**src/hdl/lcdcs_pkg.sv**
```systemverilog
// Constants for the display driver configuration and command state.
// Assumes command bytes arrive already framed by the host interface.
package lcdcs_pkg;
  // ==========================================================
  // Command codes and masks
  localparam logic [7:0] OP_OTP_OFF   = 8'h1c;
  localparam logic [7:0] OP_CALIB     = 8'h1e;
  localparam logic [7:0] OP_SW_RESET  = 8'h71;
  localparam logic [7:0] OP_RNG       = 8'h10;
  localparam logic [7:0] OP_HV        = 8'h12;
  localparam logic [7:0] OP_DCFG      = 8'h17;
  localparam logic [7:0] OP_MIRROR    = 8'h18;
  localparam logic [7:0] OP_FUNC      = 8'h20;
  localparam logic [7:0] OP_DISP      = 8'h08;
  localparam logic [7:0] OP_YADDR     = 8'h40;
  localparam logic [7:0] OP_RLIM      = 8'h50;
  localparam logic [7:0] OP_CLIM      = 8'h60;
  localparam logic [7:0] OP_DLEN      = 8'h70;
  localparam logic [7:0] OP_TCO       = 8'h04;
  localparam logic [7:0] OP_STAGES    = 8'h08;
  localparam logic [7:0] OP_BIAS      = 8'h10;
  localparam logic [7:0] OP_ROW       = 8'h48;
  localparam logic [7:0] OP_NP        = 8'h50;
  localparam logic [7:0] OP_LINE      = 8'h58;
  localparam logic [7:0] OP_RSVD      = 8'h60;
  localparam logic [7:0] OP_MUX       = 8'h68;
  // ==========================================================
  // Reset values
  localparam logic       RST_SLP      = 1'b1;
  localparam logic       RST_HVP      = 1'b1;
  localparam logic       RST_NP       = 1'b1;
  localparam logic [3:0] RST_RLIM     = 4'h8;
  localparam logic [6:0] RST_CLIM     = 7'h65;
  localparam logic [7:0] RST_MASK     = 8'hff;
  // ==========================================================
  // Status byte layout and timing
  localparam int         ST_BUSY      = 7;
  localparam int         ST_DON       = 6;
  localparam int         ST_RIP       = 5;
  localparam int         ST_MK_LO     = 2;
  localparam logic [2:0] SW_RESET_CYCLES = 3'h4;

  typedef enum logic [3:0] {
    LCDCS_P_NONE = 4'h0,
    LCDCS_P_RLIM = 4'h1,
    LCDCS_P_CLIM = 4'h2,
    LCDCS_P_DLEN = 4'h3,
    LCDCS_P_DCFG = 4'h4,
    LCDCS_P_NP   = 4'h5,
    LCDCS_P_MUX  = 4'h6,
    LCDCS_P_ROW  = 4'h7,
    LCDCS_P_LINE = 4'h8,
    LCDCS_P_RSVD = 4'h9
  } lcdcs_pend_e;
endpackage

```
**src/hdl/lcdcs_top.sv**
```systemverilog
// Configuration state and command interpreter of a matrix display driver.
// Assumes cmd_wr is a one-cycle write strobe synchronous to clk_sys.
//
// Contract
// - 0x1c disables OTP, 0x1e enters calibration
// - 0x71 software-resets configuration state
// - MSB-set byte loads voltage program value in the extended set, X address in the basic set
// - Power-down bit, reset value one
// - Command-set select bit, reset zero
// - Addressing direction bit, reset horizontal
// - Horizontal and vertical mirror bits reset zero
// - Top and bottom row swap bits
// - Voltage range select bit, reset zero
// - Row driving mode, reset normal
// - HV power control, reset one
// - Start row and line fields, reset zero
// - Max row bank 1000, max column 1100101
// - Two display control bits, reset blank
// - Temperature coefficient field resets 00
// - Multiplication factor field resets 00
// - Partial row mask resets all ones
// - Status byte: busy, on, reset, ids
// - External reset clears all internal registers
// - Reset clears address counters, grounds outputs
// - Power-down stops generators, memory writes kept
`timescale 1ns/1ns
`default_nettype none
module lcdcs_top #(
  parameter logic [2:0] MAKER_ID  = 3'h5, // Arbitrary value
  parameter logic [1:0] DEVICE_ID = 2'h1  // Arbitrary value
) (
  input  wire logic       clk_sys,
  input  wire logic       resetn,
  input  wire logic       cmd_wr,
  input  wire logic       dc_sel,
  input  wire logic [7:0] wr_byte,
  output logic            power_down_bit,
  output logic            ext_cmd_set,
  output logic            vert_addr,
  output logic            horizontal_mirror,
  output logic            vertical_mirror,
  output logic            top_row_swap,
  output logic            bottom_row_swap,
  output logic            voltage_range_select,
  output logic            normal_drive,
  output logic            hv_power_control,
  output logic [6:0]      start_row,
  output logic [6:0]      start_line,
  output logic [3:0]      max_row_bank,
  output logic [6:0]      max_column,
  output logic [1:0]      disp_mode,
  output logic [1:0]      temp_coefficient,
  output logic [1:0]      mult_factor,
  output logic [2:0]      bias_sel,
  output logic [7:0]      row_mask,
  output logic [6:0]      voltage_program_value,
  output logic            otp_disabled,
  output logic            calib_mode,
  output logic [7:0]      status_byte,
  output logic            mem_we,
  output logic [6:0]      mem_x,
  output logic [3:0]      mem_y,
  output logic [7:0]      mem_data,
  output logic            outputs_ground,
  output logic            osc_run,
  output logic            hv_gen_on,
  output logic            bias_on
);
  // ==========================================================
  // Reset release
  logic       rst_meta_q;
  logic       rst_n_s;
  logic [2:0] rst_cnt_q;
  logic       busy;
  logic       accept;
  logic       cmd_take;
  logic       sec_take;
  logic [6:0] x_q;
  logic [3:0] y_q;
  lcdcs_pkg::lcdcs_pend_e pend_q;

  always_ff @(posedge clk_sys or negedge resetn) begin
    if (!resetn) begin
      rst_meta_q <= 1'b0;
      rst_n_s    <= 1'b0;
    end else begin
      rst_meta_q <= 1'b1;
      rst_n_s    <= rst_meta_q;
    end
  end

  // Commands are dropped while a reset runs; the host polls busy
  assign busy     = rst_cnt_q != 3'h0;
  assign accept   = cmd_wr && !busy;
  assign cmd_take = accept && !dc_sel && pend_q == lcdcs_pkg::LCDCS_P_NONE;
  assign sec_take = accept && !dc_sel && pend_q != lcdcs_pkg::LCDCS_P_NONE;

  function automatic logic [6:0] wrap_inc(input logic [6:0] v,
                                          input logic [6:0] lim);
    wrap_inc = (v >= lim) ? 7'h00 : 7'(v + 7'h01);
  endfunction

  // ==========================================================
  // Reset sequencer, shared by pin and command reset
  always_ff @(posedge clk_sys or negedge rst_n_s) begin
    if (!rst_n_s) begin
      rst_cnt_q <= lcdcs_pkg::SW_RESET_CYCLES;
    end else if (cmd_take && wr_byte == lcdcs_pkg::OP_SW_RESET) begin
      rst_cnt_q <= lcdcs_pkg::SW_RESET_CYCLES;
    end else if (busy) begin
      rst_cnt_q <= 3'(rst_cnt_q - 3'h1);
    end
  end

  // ==========================================================
  // Double command tracking
  always_ff @(posedge clk_sys or negedge rst_n_s) begin
    if (!rst_n_s) begin
      pend_q <= lcdcs_pkg::LCDCS_P_NONE;
    end else if (busy || sec_take) begin
      pend_q <= lcdcs_pkg::LCDCS_P_NONE;
    end else if (cmd_take && wr_byte != lcdcs_pkg::OP_SW_RESET) begin
      if (!ext_cmd_set) begin
        case (wr_byte[7:4])
          4'h5: pend_q <= lcdcs_pkg::LCDCS_P_RLIM;
          4'h6: pend_q <= lcdcs_pkg::LCDCS_P_CLIM;
          4'h7: pend_q <= lcdcs_pkg::LCDCS_P_DLEN;
          default: begin
            if (wr_byte == lcdcs_pkg::OP_DCFG) begin
              pend_q <= lcdcs_pkg::LCDCS_P_DCFG;
            end
          end
        endcase
      end else begin
        case (wr_byte[7:3])
          lcdcs_pkg::OP_ROW[7:3]:  pend_q <= lcdcs_pkg::LCDCS_P_ROW;
          lcdcs_pkg::OP_NP[7:3]:   pend_q <= lcdcs_pkg::LCDCS_P_NP;
          lcdcs_pkg::OP_LINE[7:3]: pend_q <= lcdcs_pkg::LCDCS_P_LINE;
          lcdcs_pkg::OP_RSVD[7:3]: pend_q <= lcdcs_pkg::LCDCS_P_RSVD;
          lcdcs_pkg::OP_MUX[7:3]:  pend_q <= lcdcs_pkg::LCDCS_P_MUX;
          default:                 pend_q <= lcdcs_pkg::LCDCS_P_NONE;
        endcase
      end
    end
  end

  // ==========================================================
  // Configuration bits, held at reset values for the whole reset sequence
  always_ff @(posedge clk_sys or negedge rst_n_s) begin
    if (!rst_n_s) begin
      power_down_bit        <= lcdcs_pkg::RST_SLP;
      ext_cmd_set           <= 1'b0;
      vert_addr             <= 1'b0;
      horizontal_mirror     <= 1'b0;
      vertical_mirror       <= 1'b0;
      top_row_swap          <= 1'b0;
      bottom_row_swap       <= 1'b0;
      voltage_range_select  <= 1'b0;
      normal_drive          <= lcdcs_pkg::RST_NP;
      hv_power_control      <= lcdcs_pkg::RST_HVP;
      start_row             <= 7'h00;
      start_line            <= 7'h00;
      max_row_bank          <= lcdcs_pkg::RST_RLIM;
      max_column            <= lcdcs_pkg::RST_CLIM;
      disp_mode             <= 2'h0;
      temp_coefficient      <= 2'h0;
      mult_factor           <= 2'h0;
      bias_sel              <= 3'h0;
      row_mask              <= lcdcs_pkg::RST_MASK;
      voltage_program_value <= 7'h00;
    end else if (busy) begin
      power_down_bit        <= lcdcs_pkg::RST_SLP;
      ext_cmd_set           <= 1'b0;
      vert_addr             <= 1'b0;
      horizontal_mirror     <= 1'b0;
      vertical_mirror       <= 1'b0;
      top_row_swap          <= 1'b0;
      bottom_row_swap       <= 1'b0;
      voltage_range_select  <= 1'b0;
      normal_drive          <= lcdcs_pkg::RST_NP;
      hv_power_control      <= lcdcs_pkg::RST_HVP;
      start_row             <= 7'h00;
      start_line            <= 7'h00;
      max_row_bank          <= lcdcs_pkg::RST_RLIM;
      max_column            <= lcdcs_pkg::RST_CLIM;
      disp_mode             <= 2'h0;
      temp_coefficient      <= 2'h0;
      mult_factor           <= 2'h0;
      bias_sel              <= 3'h0;
      row_mask              <= lcdcs_pkg::RST_MASK;
      voltage_program_value <= 7'h00;
    end else if (sec_take) begin
      case (pend_q)
        lcdcs_pkg::LCDCS_P_RLIM: max_row_bank <= wr_byte[3:0];
        lcdcs_pkg::LCDCS_P_CLIM: max_column   <= wr_byte[6:0];
        lcdcs_pkg::LCDCS_P_DCFG: begin
          top_row_swap    <= wr_byte[1];
          bottom_row_swap <= wr_byte[0];
        end
        lcdcs_pkg::LCDCS_P_NP:   normal_drive <= wr_byte[0];
        lcdcs_pkg::LCDCS_P_MUX:  row_mask     <= wr_byte;
        lcdcs_pkg::LCDCS_P_ROW:  start_row    <= wr_byte[6:0];
        lcdcs_pkg::LCDCS_P_LINE: start_line   <= wr_byte[6:0];
        default: ;
      endcase
    end else if (cmd_take) begin
      if (wr_byte[7:3] == lcdcs_pkg::OP_FUNC[7:3]) begin
        power_down_bit <= wr_byte[2];
        vert_addr      <= wr_byte[1];
        ext_cmd_set    <= wr_byte[0];
      end else if (ext_cmd_set) begin
        if (wr_byte[7]) begin
          voltage_program_value <= wr_byte[6:0];
        end else if (wr_byte[7:2] == lcdcs_pkg::OP_TCO[7:2]) begin
          temp_coefficient <= wr_byte[1:0];
        end else if (wr_byte[7:2] == lcdcs_pkg::OP_STAGES[7:2]) begin
          mult_factor <= wr_byte[1:0];
        end else if (wr_byte[7:3] == lcdcs_pkg::OP_BIAS[7:3]) begin
          bias_sel <= wr_byte[2:0];
        end
      end else begin
        if (wr_byte[7:1] == lcdcs_pkg::OP_RNG[7:1]) begin
          voltage_range_select <= wr_byte[0];
        end else if (wr_byte[7:1] == lcdcs_pkg::OP_HV[7:1]) begin
          hv_power_control <= wr_byte[0];
        end else if (wr_byte[7:2] == lcdcs_pkg::OP_MIRROR[7:2]) begin
          horizontal_mirror <= wr_byte[1];
          vertical_mirror   <= wr_byte[0];
        end else if (wr_byte[7:3] == lcdcs_pkg::OP_DISP[7:3] &&
                     !wr_byte[1]) begin
          disp_mode <= {wr_byte[2], wr_byte[0]};
        end
      end
    end
  end

  // ==========================================================
  // One-time programming control; only a pin reset clears it
  always_ff @(posedge clk_sys or negedge rst_n_s) begin
    if (!rst_n_s) begin
      otp_disabled <= 1'b0;
      calib_mode   <= 1'b0;
    end else if (cmd_take && wr_byte == lcdcs_pkg::OP_OTP_OFF) begin
      otp_disabled <= 1'b1;
    end else if (cmd_take && wr_byte == lcdcs_pkg::OP_CALIB) begin
      calib_mode   <= 1'b1;
    end
  end

  // ==========================================================
  // Address counters and memory write port, live in power-down
  always_ff @(posedge clk_sys or negedge rst_n_s) begin
    if (!rst_n_s) begin
      x_q <= 7'h00;
      y_q <= 4'h0;
    end else if (busy) begin
      x_q <= 7'h00;
      y_q <= 4'h0;
    end else if (accept && dc_sel) begin
      if (!vert_addr) begin
        x_q <= wrap_inc(x_q, max_column);
        if (x_q >= max_column) begin
          y_q <= 4'(wrap_inc({3'h0, y_q}, {3'h0, max_row_bank}));
        end
      end else begin
        y_q <= 4'(wrap_inc({3'h0, y_q}, {3'h0, max_row_bank}));
        if (y_q >= max_row_bank) begin
          x_q <= wrap_inc(x_q, max_column);
        end
      end
    end else if (cmd_take && !ext_cmd_set) begin
      if (wr_byte[7]) begin
        x_q <= wr_byte[6:0];
      end else if (wr_byte[7:4] == lcdcs_pkg::OP_YADDR[7:4]) begin
        y_q <= wr_byte[3:0];
      end
    end
  end

  always_ff @(posedge clk_sys or negedge rst_n_s) begin
    if (!rst_n_s) begin
      mem_we   <= 1'b0;
      mem_x    <= 7'h00;
      mem_y    <= 4'h0;
      mem_data <= 8'h00;
    end else begin
      mem_we   <= accept && dc_sel;
      mem_x    <= horizontal_mirror ? 7'(max_column - x_q) : x_q;
      mem_y    <= y_q;
      mem_data <= wr_byte;
    end
  end

  // ==========================================================
  // Analog enables and status byte
  always_ff @(posedge clk_sys or negedge rst_n_s) begin
    if (!rst_n_s) begin
      outputs_ground <= 1'b1;
      osc_run        <= 1'b0;
      hv_gen_on      <= 1'b0;
      bias_on        <= 1'b0;
    end else begin
      outputs_ground <= power_down_bit || disp_mode == 2'h0;
      osc_run        <= !power_down_bit;
      bias_on        <= !power_down_bit;
      // A zero program value leaves the generator programmed off
      hv_gen_on      <= !power_down_bit && hv_power_control &&
                        voltage_program_value != 7'h00;
    end
  end

  always_ff @(posedge clk_sys or negedge rst_n_s) begin
    if (!rst_n_s) begin
      status_byte <= 8'h00;
    end else begin
      status_byte[lcdcs_pkg::ST_BUSY] <= busy;
      status_byte[lcdcs_pkg::ST_DON]  <= !power_down_bit &&
                                         disp_mode != 2'h0;
      status_byte[lcdcs_pkg::ST_RIP]  <= busy;
      status_byte[lcdcs_pkg::ST_MK_LO +: 3] <= MAKER_ID;
      status_byte[1:0] <= DEVICE_ID;
    end
  end

  // ==========================================================
  // Checks
  AST_OTP_OFF: assert property (@(posedge clk_sys) disable iff (!rst_n_s)
    cmd_take && wr_byte == 8'h1c |=> otp_disabled)
    else $error("otp disable command not taken");

  AST_SWRST: assert property (@(posedge clk_sys) disable iff (!rst_n_s)
    cmd_take && wr_byte == 8'h71 |-> ##2 (status_byte[5] &&
      status_byte[7] && power_down_bit && row_mask == 8'hff))
    else $error("software reset did not restore state");

  AST_RES_LEN: assert property (@(posedge clk_sys) disable iff (!rst_n_s)
    $rose(busy) |-> busy [*4] ##1 !busy)
    else $error("reset sequence length wrong");

  AST_VPR_LOAD: assert property (@(posedge clk_sys) disable iff (!rst_n_s)
    cmd_take && ext_cmd_set && wr_byte[7] && wr_byte != 8'h71
    |=> voltage_program_value == $past(wr_byte[6:0]))
    else $error("voltage program value not loaded");

  AST_DCTRL: assert property (@(posedge clk_sys) disable iff (!rst_n_s)
    cmd_take && !ext_cmd_set && wr_byte[7:3] == 5'h01 && !wr_byte[1]
    |=> disp_mode == {$past(wr_byte[2]), $past(wr_byte[0])})
    else $error("display control bits wrong");

  AST_PC_SET: assert property (@(posedge clk_sys) disable iff (!rst_n_s)
    cmd_take && !ext_cmd_set && wr_byte[7:1] == 7'h09
    |=> hv_power_control == $past(wr_byte[0]))
    else $error("power control bit wrong");

  AST_MASK: assert property (@(posedge clk_sys) disable iff (!rst_n_s)
    sec_take && pend_q == lcdcs_pkg::LCDCS_P_MUX
    |=> row_mask == $past(wr_byte))
    else $error("row mask not loaded");

  AST_HINC: assert property (@(posedge clk_sys) disable iff (!rst_n_s)
    accept && dc_sel && !vert_addr && x_q < max_column
    |=> x_q == 7'($past(x_q) + 7'h01))
    else $error("horizontal address did not advance");

  AST_PD_OFF: assert property (@(posedge clk_sys) disable iff (!rst_n_s)
    power_down_bit |=> outputs_ground && !osc_run && !hv_gen_on
      && !bias_on && !status_byte[6])
    else $error("power-down left generators running");

  AST_PD_WRITE: assert property (@(posedge clk_sys) disable iff (!rst_n_s)
    accept && dc_sel |=> mem_we && mem_data == $past(wr_byte))
    else $error("memory write lost");
endmodule
`default_nettype wire

```
**config.mk**
```make
export PLATFORM = sky130hd
export DESIGN_NAME = lcdcs_top
export DESIGN_NICKNAME = d
export VERILOG_FILES = /design/src/hdl/lcdcs_pkg.sv /design/src/hdl/lcdcs_top.sv
export SDC_FILE = /design/constraint.sdc
export NUM_CORES = 1
export LEC_CHECK = 0
export ABC_AREA = 0
export BUFFER_PORTS_ARGS = -buffer_cell sky130_fd_sc_hd__buf_4
export CAP_MARGIN = 15
export CORE_MARGIN = 3
export CORE_UTILIZATION = 55
export DETAILED_ROUTE_END_ITERATION = 10
export MAX_ROUTING_LAYER = met4
export PLACE_DENSITY = 0.81
export RECOVER_POWER = 100
export SLEW_MARGIN = 20
export SYNTH_ARGS = -nofsm -noshare
export SYNTH_HDL_FRONTEND = slang
export SYNTH_SLANG_ARGS = --single-unit
```
**constraint.sdc**
```tcl
create_clock -name clk_sys -period 4.4 [get_ports clk_sys]
set_input_delay 0.66 -clock clk_sys [delete_from_list [all_inputs] [get_ports clk_sys]]
set_output_delay 0.66 -clock clk_sys [all_outputs]
set_load 0.05 [all_outputs]
```
==> results of run 1 <==
==> metal layers <==
metal,share of wire,up-vias,track usage,wire length (um)
met3,0.064,17,0.0262,824
li1,-,1926,-,-
met1,0.42,2018,0.350,5360
met4,0.018,0,0.103,227
met5,0,-,-,0
met2,0.50,170,0.442,6440
==> how the worst max path moves through the flow <==
stage | end | startpoint | cells past startpoint
after floorplan | bias_on$_DFF_PN0_ | rst_n_s$_DFF_PN0_ | 0
after global placement | y_q[1]$_DFFE_PN0P_ | max_column[2]$_DFFE_PN1P_ | 6
after detailed placement | y_q[0]$_DFFE_PN0P_ | x_q[2]$_DFFE_PN0P_ | 7
after CTS | y_q[0]$_DFFE_PN0P_ | x_q[2]$_DFFE_PN0P_ | 7
after global routing | y_q[0]$_DFFE_PN0P_ | x_q[2]$_DFFE_PN0P_ | 7
final | y_q[0]$_DFFE_PN0P_ | x_q[2]$_DFFE_PN0P_ | 7
==> placed cells by master (no fill, tap or decap), types with 3 or more instances in the layout <==
| cell | netlist | layout |
|---|---|---|
| clkbuf_1 | 24 | 101 |
| dfrtp_1 | 89 | 89 |
| nand2_1 | 61 | 61 |
| nand3_1 | 40 | 40 |
| nor2_1 | 40 | 40 |
| mux2i_1 | 28 | 28 |
| inv_1 | 25 | 25 |
| o21ai_0 | 23 | 23 |
| dfstp_2 | 18 | 17 |
| a21oi_1 | 15 | 15 |
| ha_1 | 15 | 15 |
| nor2b_1 | 9 | 9 |
| clkbuf_8 | 0 | 9 |
| o211ai_1 | 7 | 7 |
| nor3_1 | 6 | 6 |
| nand3b_1 | 6 | 6 |
| nand4_1 | 4 | 5 |
| xnor2_1 | 4 | 4 |
| o22ai_1 | 4 | 4 |
| nand2b_1 | 4 | 4 |
| a22o_1 | 4 | 4 |
| a32o_1 | 4 | 4 |
| mux2_1 | 2 | 4 |
| and3_1 | 4 | 4 |
| a31oi_1 | 4 | 4 |
| conb_1 | 2 | 4 |
| buf_4 | 8 | 4 |
| nor4b_1 | 3 | 3 |
| a211oi_1 | 3 | 3 |
| and2_1 | 4 | 3 |
| nor3b_1 | 2 | 3 |
| o221ai_1 | 3 | 3 |
| o31ai_1 | 2 | 3 |
| inv_6 | 0 | 3 |
==> worst max-delay path, stage by stage, from the launching register on <==
cell,delay [ps]
dfrtp_1,430
inv_1,90
ha_1,350
a21oi_1,240
a21oi_1,100
o31ai_1,1150
o22a_1,350
mux2_1,340
==> area by class of cell <==
type,instances,area [um2],area share
clock buffers,9,124,0.0214
clock inverters,7,81.3,0.0141
inverters,25,93.8,0.0162
multi-input cells,343,2210,0.382
flip-flops and latches,107,2700,0.467
well taps,126,158,0.0273
repair buffers,106,417,0.0721
==> flip-flops by register name, summed over array words and instances (netlist names), 3 cells and up <==
register               cells
bias_sel                   3
max_column                 7
max_row_bank               4
mem_data                   8
mem_x                      7
mem_y                      4
pend_q                     4
row_mask                   8
rst_cnt_q                  3
start_line                 7
start_row                  7
status_byte                3
voltage_program_value      7
x_q                        7
y_q                        4
==> through the flow <==
step           instance area [um2]  instances
5_1_grt                       5780        723
3_3_place_gp                  6010        707
6_report                      5780        723
2_1_floorplan                 5210        510
4_1_cts                       6210        723
3_5_place_dp                  6010        707
==> cell families (layout without fill, tap and decap cells) <==
| kind of cell | after synthesis | in the layout | synth area share |
|---|---|---|---|
| and+or+nand+nor | 199 | 199 | 0.197 |
| DFF | 107 | 107 | 0.519 |
| AOI/OAI and AO/OA | 83 | 83 | 0.111 |
| buffers and inverters | 60 | 147 | 0.0497 |
| muxes | 36 | 36 | 0.0740 |
| adders and majority gates | 16 | 16 | 0.0399 |
| xor gates and xnor gates | 5 | 5 | 0.00841 |
| other | 2 | 4 | 0.00144 |
==> where the power goes <==
part	internal [uW]	total, uW	switching (uW)	leakage, uW
Sequential	1090	1190	95.1	0.00138
Clock	273	635	361	0.000107
Combinational	222	830	608	0.00112
==> impl_metrics.py, run 1 <==
metrics = {
    "route": {
        "postRouteAntennaNets": 0,
        "wire_per_inst_um": 17.8,
        "drt-initial-drc-count": 209,
        "routed-via-count": 4131,
        "first_pass_iters": 5,
        "wirelength_um": 12800,
        "vias_per_cell": 5.71,
        "drc": 0,
    },
    "sta": {
        "tns_ps": 0,
        "post-route-worst-setup-slack_ps": 1230,
        "slew_violations": 112,
        "grt_setup_unrepaired": "false",
        "period_share": 0.721,
        "fin_hold_ws_ps": 56.3,
        "clock.fmax_mhz": 315,
        "maxSlewHeadroom": -0.867,
        "fin_skew_ps": 14.8,
        "setup_viol": 0,
        "tightest_slew_ps": 2800,
        "final.min_clock_period_ps": 3170,
        "finalHoldViolCount": 0,
    },
    "clock_network": {
        "htreeDepth": 3,
        "tritoncts": "done",
        "holdBufCountCts": 0,
        "root_buffer": "clkbuf_8",
        "ctsResizeCount": 0,
        "clock_latency_ps": 390,
        "post_cts_buffers": 0,
        "clock_path_buffers": 2,
        "cts.sinks": 107,
        "cts.clk_slew.worst_paths_ps": 100,
        "cts_buffers": 9,
    },
    "critical_path": {
        "rr_worst_depth": 7,
        "start_kind": "flip-flop",
        "r2r_start": "x_q[2]$_DFFE_PN0P_",
        "cp_max_fo": 13,
        "cp_data_required_time_ps": 4660,
        "r2r_end": "y_q[0]$_DFFE_PN0P_",
        "worstPathArrival_ps": 3440,
        "cp-end-kind": "flip-flop",
        "path_class": "flip-flop to flip-flop",
        "r2r_slack_ps": 1230,
    },
    "synthesis": {
        "synth_edf_count": 0,
        "synth_area_leaders": "dfrtp_1 (43%), dfstp_2 (9.1%), mux2i_1 (5.4%)",
        "netlist_area_um2": 5210,
        "synth_top_area_share": 0.428,
        "ys_top_cells_by_count": "dfrtp_1 (89), nand2_1 (61), nand3_1 (40), nor2_1 (40), mux2i_1 (28)",
        "synth.distinct_cells": 65,
        "synth_area_per_cell_um2": 10.2,
        "yosysTopAreaCell": "dfrtp_1",
        "synth_most_common_cell": "dfrtp_1",
        "synthCells": 508,
        "synth_ff_type": "dfrtp_1",
        "yosysWarnings": 0,
        "async_reset_ff_frac": 1.00,
        "synth_seq_cells": 107,
        "seq_area_frac_synth": 0.519,
    },
    "grt": {
        "grt_overflow_total": 0,
        "grt_usage": 0.270,
        "grt_pass1_wl_um": 21700,
        "grt_pass1_vias": 4284,
        "grt_max_degree": 73,
        "antenna_found_initial": 0,
    },
    "placement": {
        "dp_hpwl_um": 8870,
        "gp_congestion": 0.846,
        "port_buffers": 102,
        "place_ws_ps": 1740,
    },
    "final_layout": {
        "fin_nets": 620,
        "drive_above_1_share": 0.0854,
        "utilization": 0.644,
        "fill_cells": 791,
        "n_antenna_cell": 0,
        "area_delta_synth_final_pct": 11.0,
    },
    "run_status": {
        "status": "complete, but fails checks",
        "violations": "capacitance limit, slew limit",
    },
    "power": {
        "vdd.ir_drop.worst_v": 0.000210,
        "finalPower_uw": 2650,
        "p_leak_uw": 0.00260,
        "powerDensity_nw_per_um2": 459,
    },
    "floorplan": {
        "row_count": 34,
        "die_w_um": 103,
        "dieArea_um2": 10700,
        "die_h_um": 103,
        "coreArea_um2": 8980,
        "start_util": 0.580,
        "num_io_pins": 105,
    },
    "hold_path": {
        "worstHoldPathType": "input pin to async pin",
    },
    "flow_run": {
        "maxCapViolations": 2,
    },
}
No activity file was read; power rests on OpenSTA's default activity.
==> inputs of run 2 (changes only) <==
- CORE_UTILIZATION: 55 -> 50
- PLACE_DENSITY: 0.81 -> 0.78
- clock period: 4.4 -> 2.6 ns (I/O delays scaled with it)
==> run 2 against run 1 <==
  * The run still ends with capacitance limit, slew limit left
  * Wire length is 0.56% higher
  * Combinational power rose by 75%
  * Clock-buffer cell count is 1 higher
  * Setup slack got worse by 1000 ps
  * Register-to-register slack worse by 1000 ps
  * Clock skew is 3.2 ps lower
  * Critical path type unchanged
  * Largest cell class unchanged
  * Highest routed layer unchanged
==> impl_metrics.py, run 2 (synthesis results as in run 1) <==
metrics = {
    "grt": {
        "grt_usage": 0.239,
        "use_met1": 0.302,
        "antenna_found_initial": 0,
        "grtUsageMet2": 0.383,
        "top_usage_layer": "met2",
        "grtUsageMet3": 0.0424,
        "grt_pass1_vias": 4227,
        "grt_pass1_wl_um": 21100,
        "grt_max_degree": 66,
        "grt_overflow_total": 0,
    },
    "floorplan": {
        "coreArea_um2": 9950,
        "row_count": 36,
        "num_io_pins": 105,
        "dieArea_um2": 11700,
        "die_h_um": 108,
        "die_w_um": 108,
        "start_util": 0.523,
    },
    "critical_path": {
        "cp_max_fo": 3,
        "start_kind": "flip-flop",
        "cp_data_required_time_ps": 2850,
        "path_class": "flip-flop to flip-flop",
        "cp-end-kind": "flip-flop",
        "rr_worst_depth": 8,
        "crit_start": "max_column[0]$_DFFE_PN1P_",
        "worstPathArrival_ps": 2630,
        "r2r_start": "max_column[0]$_DFFE_PN1P_",
    },
    "sta": {
        "final.min_clock_period_ps": 2380,
        "period_share": 0.916,
        "maxSlewHeadroom": -0.109,
        "tns_ps": 0,
        "clock.fmax_mhz": 420,
        "finalHoldViolCount": 0,
        "fin_hold_ws_ps": 305,
        "fin_skew_ps": 11.6,
        "grt_setup_unrepaired": "false",
        "slew_violations": 41,
        "setup_viol": 0,
        "tightest_slew_ps": 1660,
    },
    "hold_path": {
        "worst_hold_path.num_cells": 1,
        "min_from": "wr_byte[7]",
        "worstHoldPathType": "input pin to flip-flop",
    },
    "clock_network": {
        "ctsResizeCount": 0,
        "tritoncts": "done",
        "clock_latency_ps": 370,
        "root_buffer": "clkbuf_8",
        "holdBufCountCts": 1,
        "htreeDepth": 3,
        "cts.clk_slew.worst_paths_ps": 100,
        "cts_buffers": 9,
        "clock_path_buffers": 2,
        "cts.sinks": 107,
        "post_cts_buffers": 0,
    },
    "final_layout": {
        "reg_top3": "mem_data x8, row_mask x8",
        "layout_common_cells": "clkbuf_1 (102), dfrtp_1 (89), nand2_1 (61)",
        "instances_no_fill": 736,
        "n_antenna_cell": 0,
        "layout_commonest_cell": "clkbuf_1",
        "fin_nets": 626,
        "drive_above_1_share": 0.0896,
        "area_delta_synth_final_pct": 13.0,
    },
    "power": {
        "p_leak_uw": 0.00266,
        "clockPowerShare": 0.262,
        "vdd.ir_drop.worst_v": 0.000309,
        "p_sw_uw": 1790,
        "p_sw_frac": 0.383,
        "powerDensity_nw_per_um2": 795,
        "internal-power_uw": 2890,
        "sequentialPowerShare": 0.428,
        "p_comb_frac": 0.310,
    },
    "placement": {
        "dp_hpwl_um": 9040,
        "gp_congestion": 0.861,
        "dp_cells": 719,
        "port_buffers": 102,
    },
    "run_status": {
        "violations": "capacitance limit, slew limit",
        "status": "complete, but fails checks",
    },
    "flow_run": {
        "maxCapViolations": 1,
    },
    "route": {
        "vias_per_cell": 5.60,
        "drt-initial-drc-count": 206,
        "wirelength_um": 12900,
        "drc": 0,
        "first_pass_iters": 8,
        "postRouteAntennaNets": 0,
        "routed-via-count": 4125,
        "wire_per_inst_um": 17.5,
    },
}
run 2: worst paths after layout:
path / end / slack [ps]
setup / recovery: mem_x[6]$_DFF_PN0_ / 220
hold / removal: mem_data[7]$_DFF_PN0_ / 300
setup reg to reg: mem_x[6]$_DFF_PN0_ / 220
hold reg to reg: rst_n_s$_DFF_PN0_ / 360
max in group asynchronous: power_down_bit$_DFFE_PN1P_ / 780
min in group asynchronous: rst_meta_q$_DFF_PN0_ / 350
run 2: critical path: stages (launching register included):
cell	delay, ps
dfstp_1	560
inv_1	60
ha_1	210
fa_1	400
nor2b_1	130
o21ai_0	110
a21boi_0	280
nor3_1	90
or3b_2	440
run 2: area by class of cell:
class,count,area [um2]
fill,953,4070
sequential,107,2700
multi-input combinational,343,2210
timing repair buffer,112,472
tap,133,166
clock buffer,10,128
clock inverter,6,113
inverter,25,93.8
run 2: layer usage:
layer | vias up | wire (um)
li1 | 1945 | -
met1 | 2004 | 5450
met2 | 144 | 6410
met3 | 32 | 712
met4 | 0 | 346
met5 | - | 0
run 2: power by group through the flow:
stage | logic [uW] | clock network, uW | registers (uW)
after floorplan | 771 | 0 | 2390
after global placement | 1530 | 0 | 2030
after detailed placement | 1580 | 0 | 2040
after CTS | 1590 | 1240 | 2010
after global routing | 1580 | 1310 | 2030
final | 1450 | 1220 | 2000
run 2: per-stage QoR:
step / setup WS, ps / util / power [uW] / instance area [um2]
detailed placement: 271 / 0.609 / 3620 / 6070
CTS: 256 / 0.635 / 4840 / 6320
global route: 61.6 / 0.591 / 4920 / 5880
finish: 218 / 0.591 / 4680 / 5880
floorplan: 210 / - / 3160 / 5220
global placement: 332 / 0.609 / 3550 / 6070
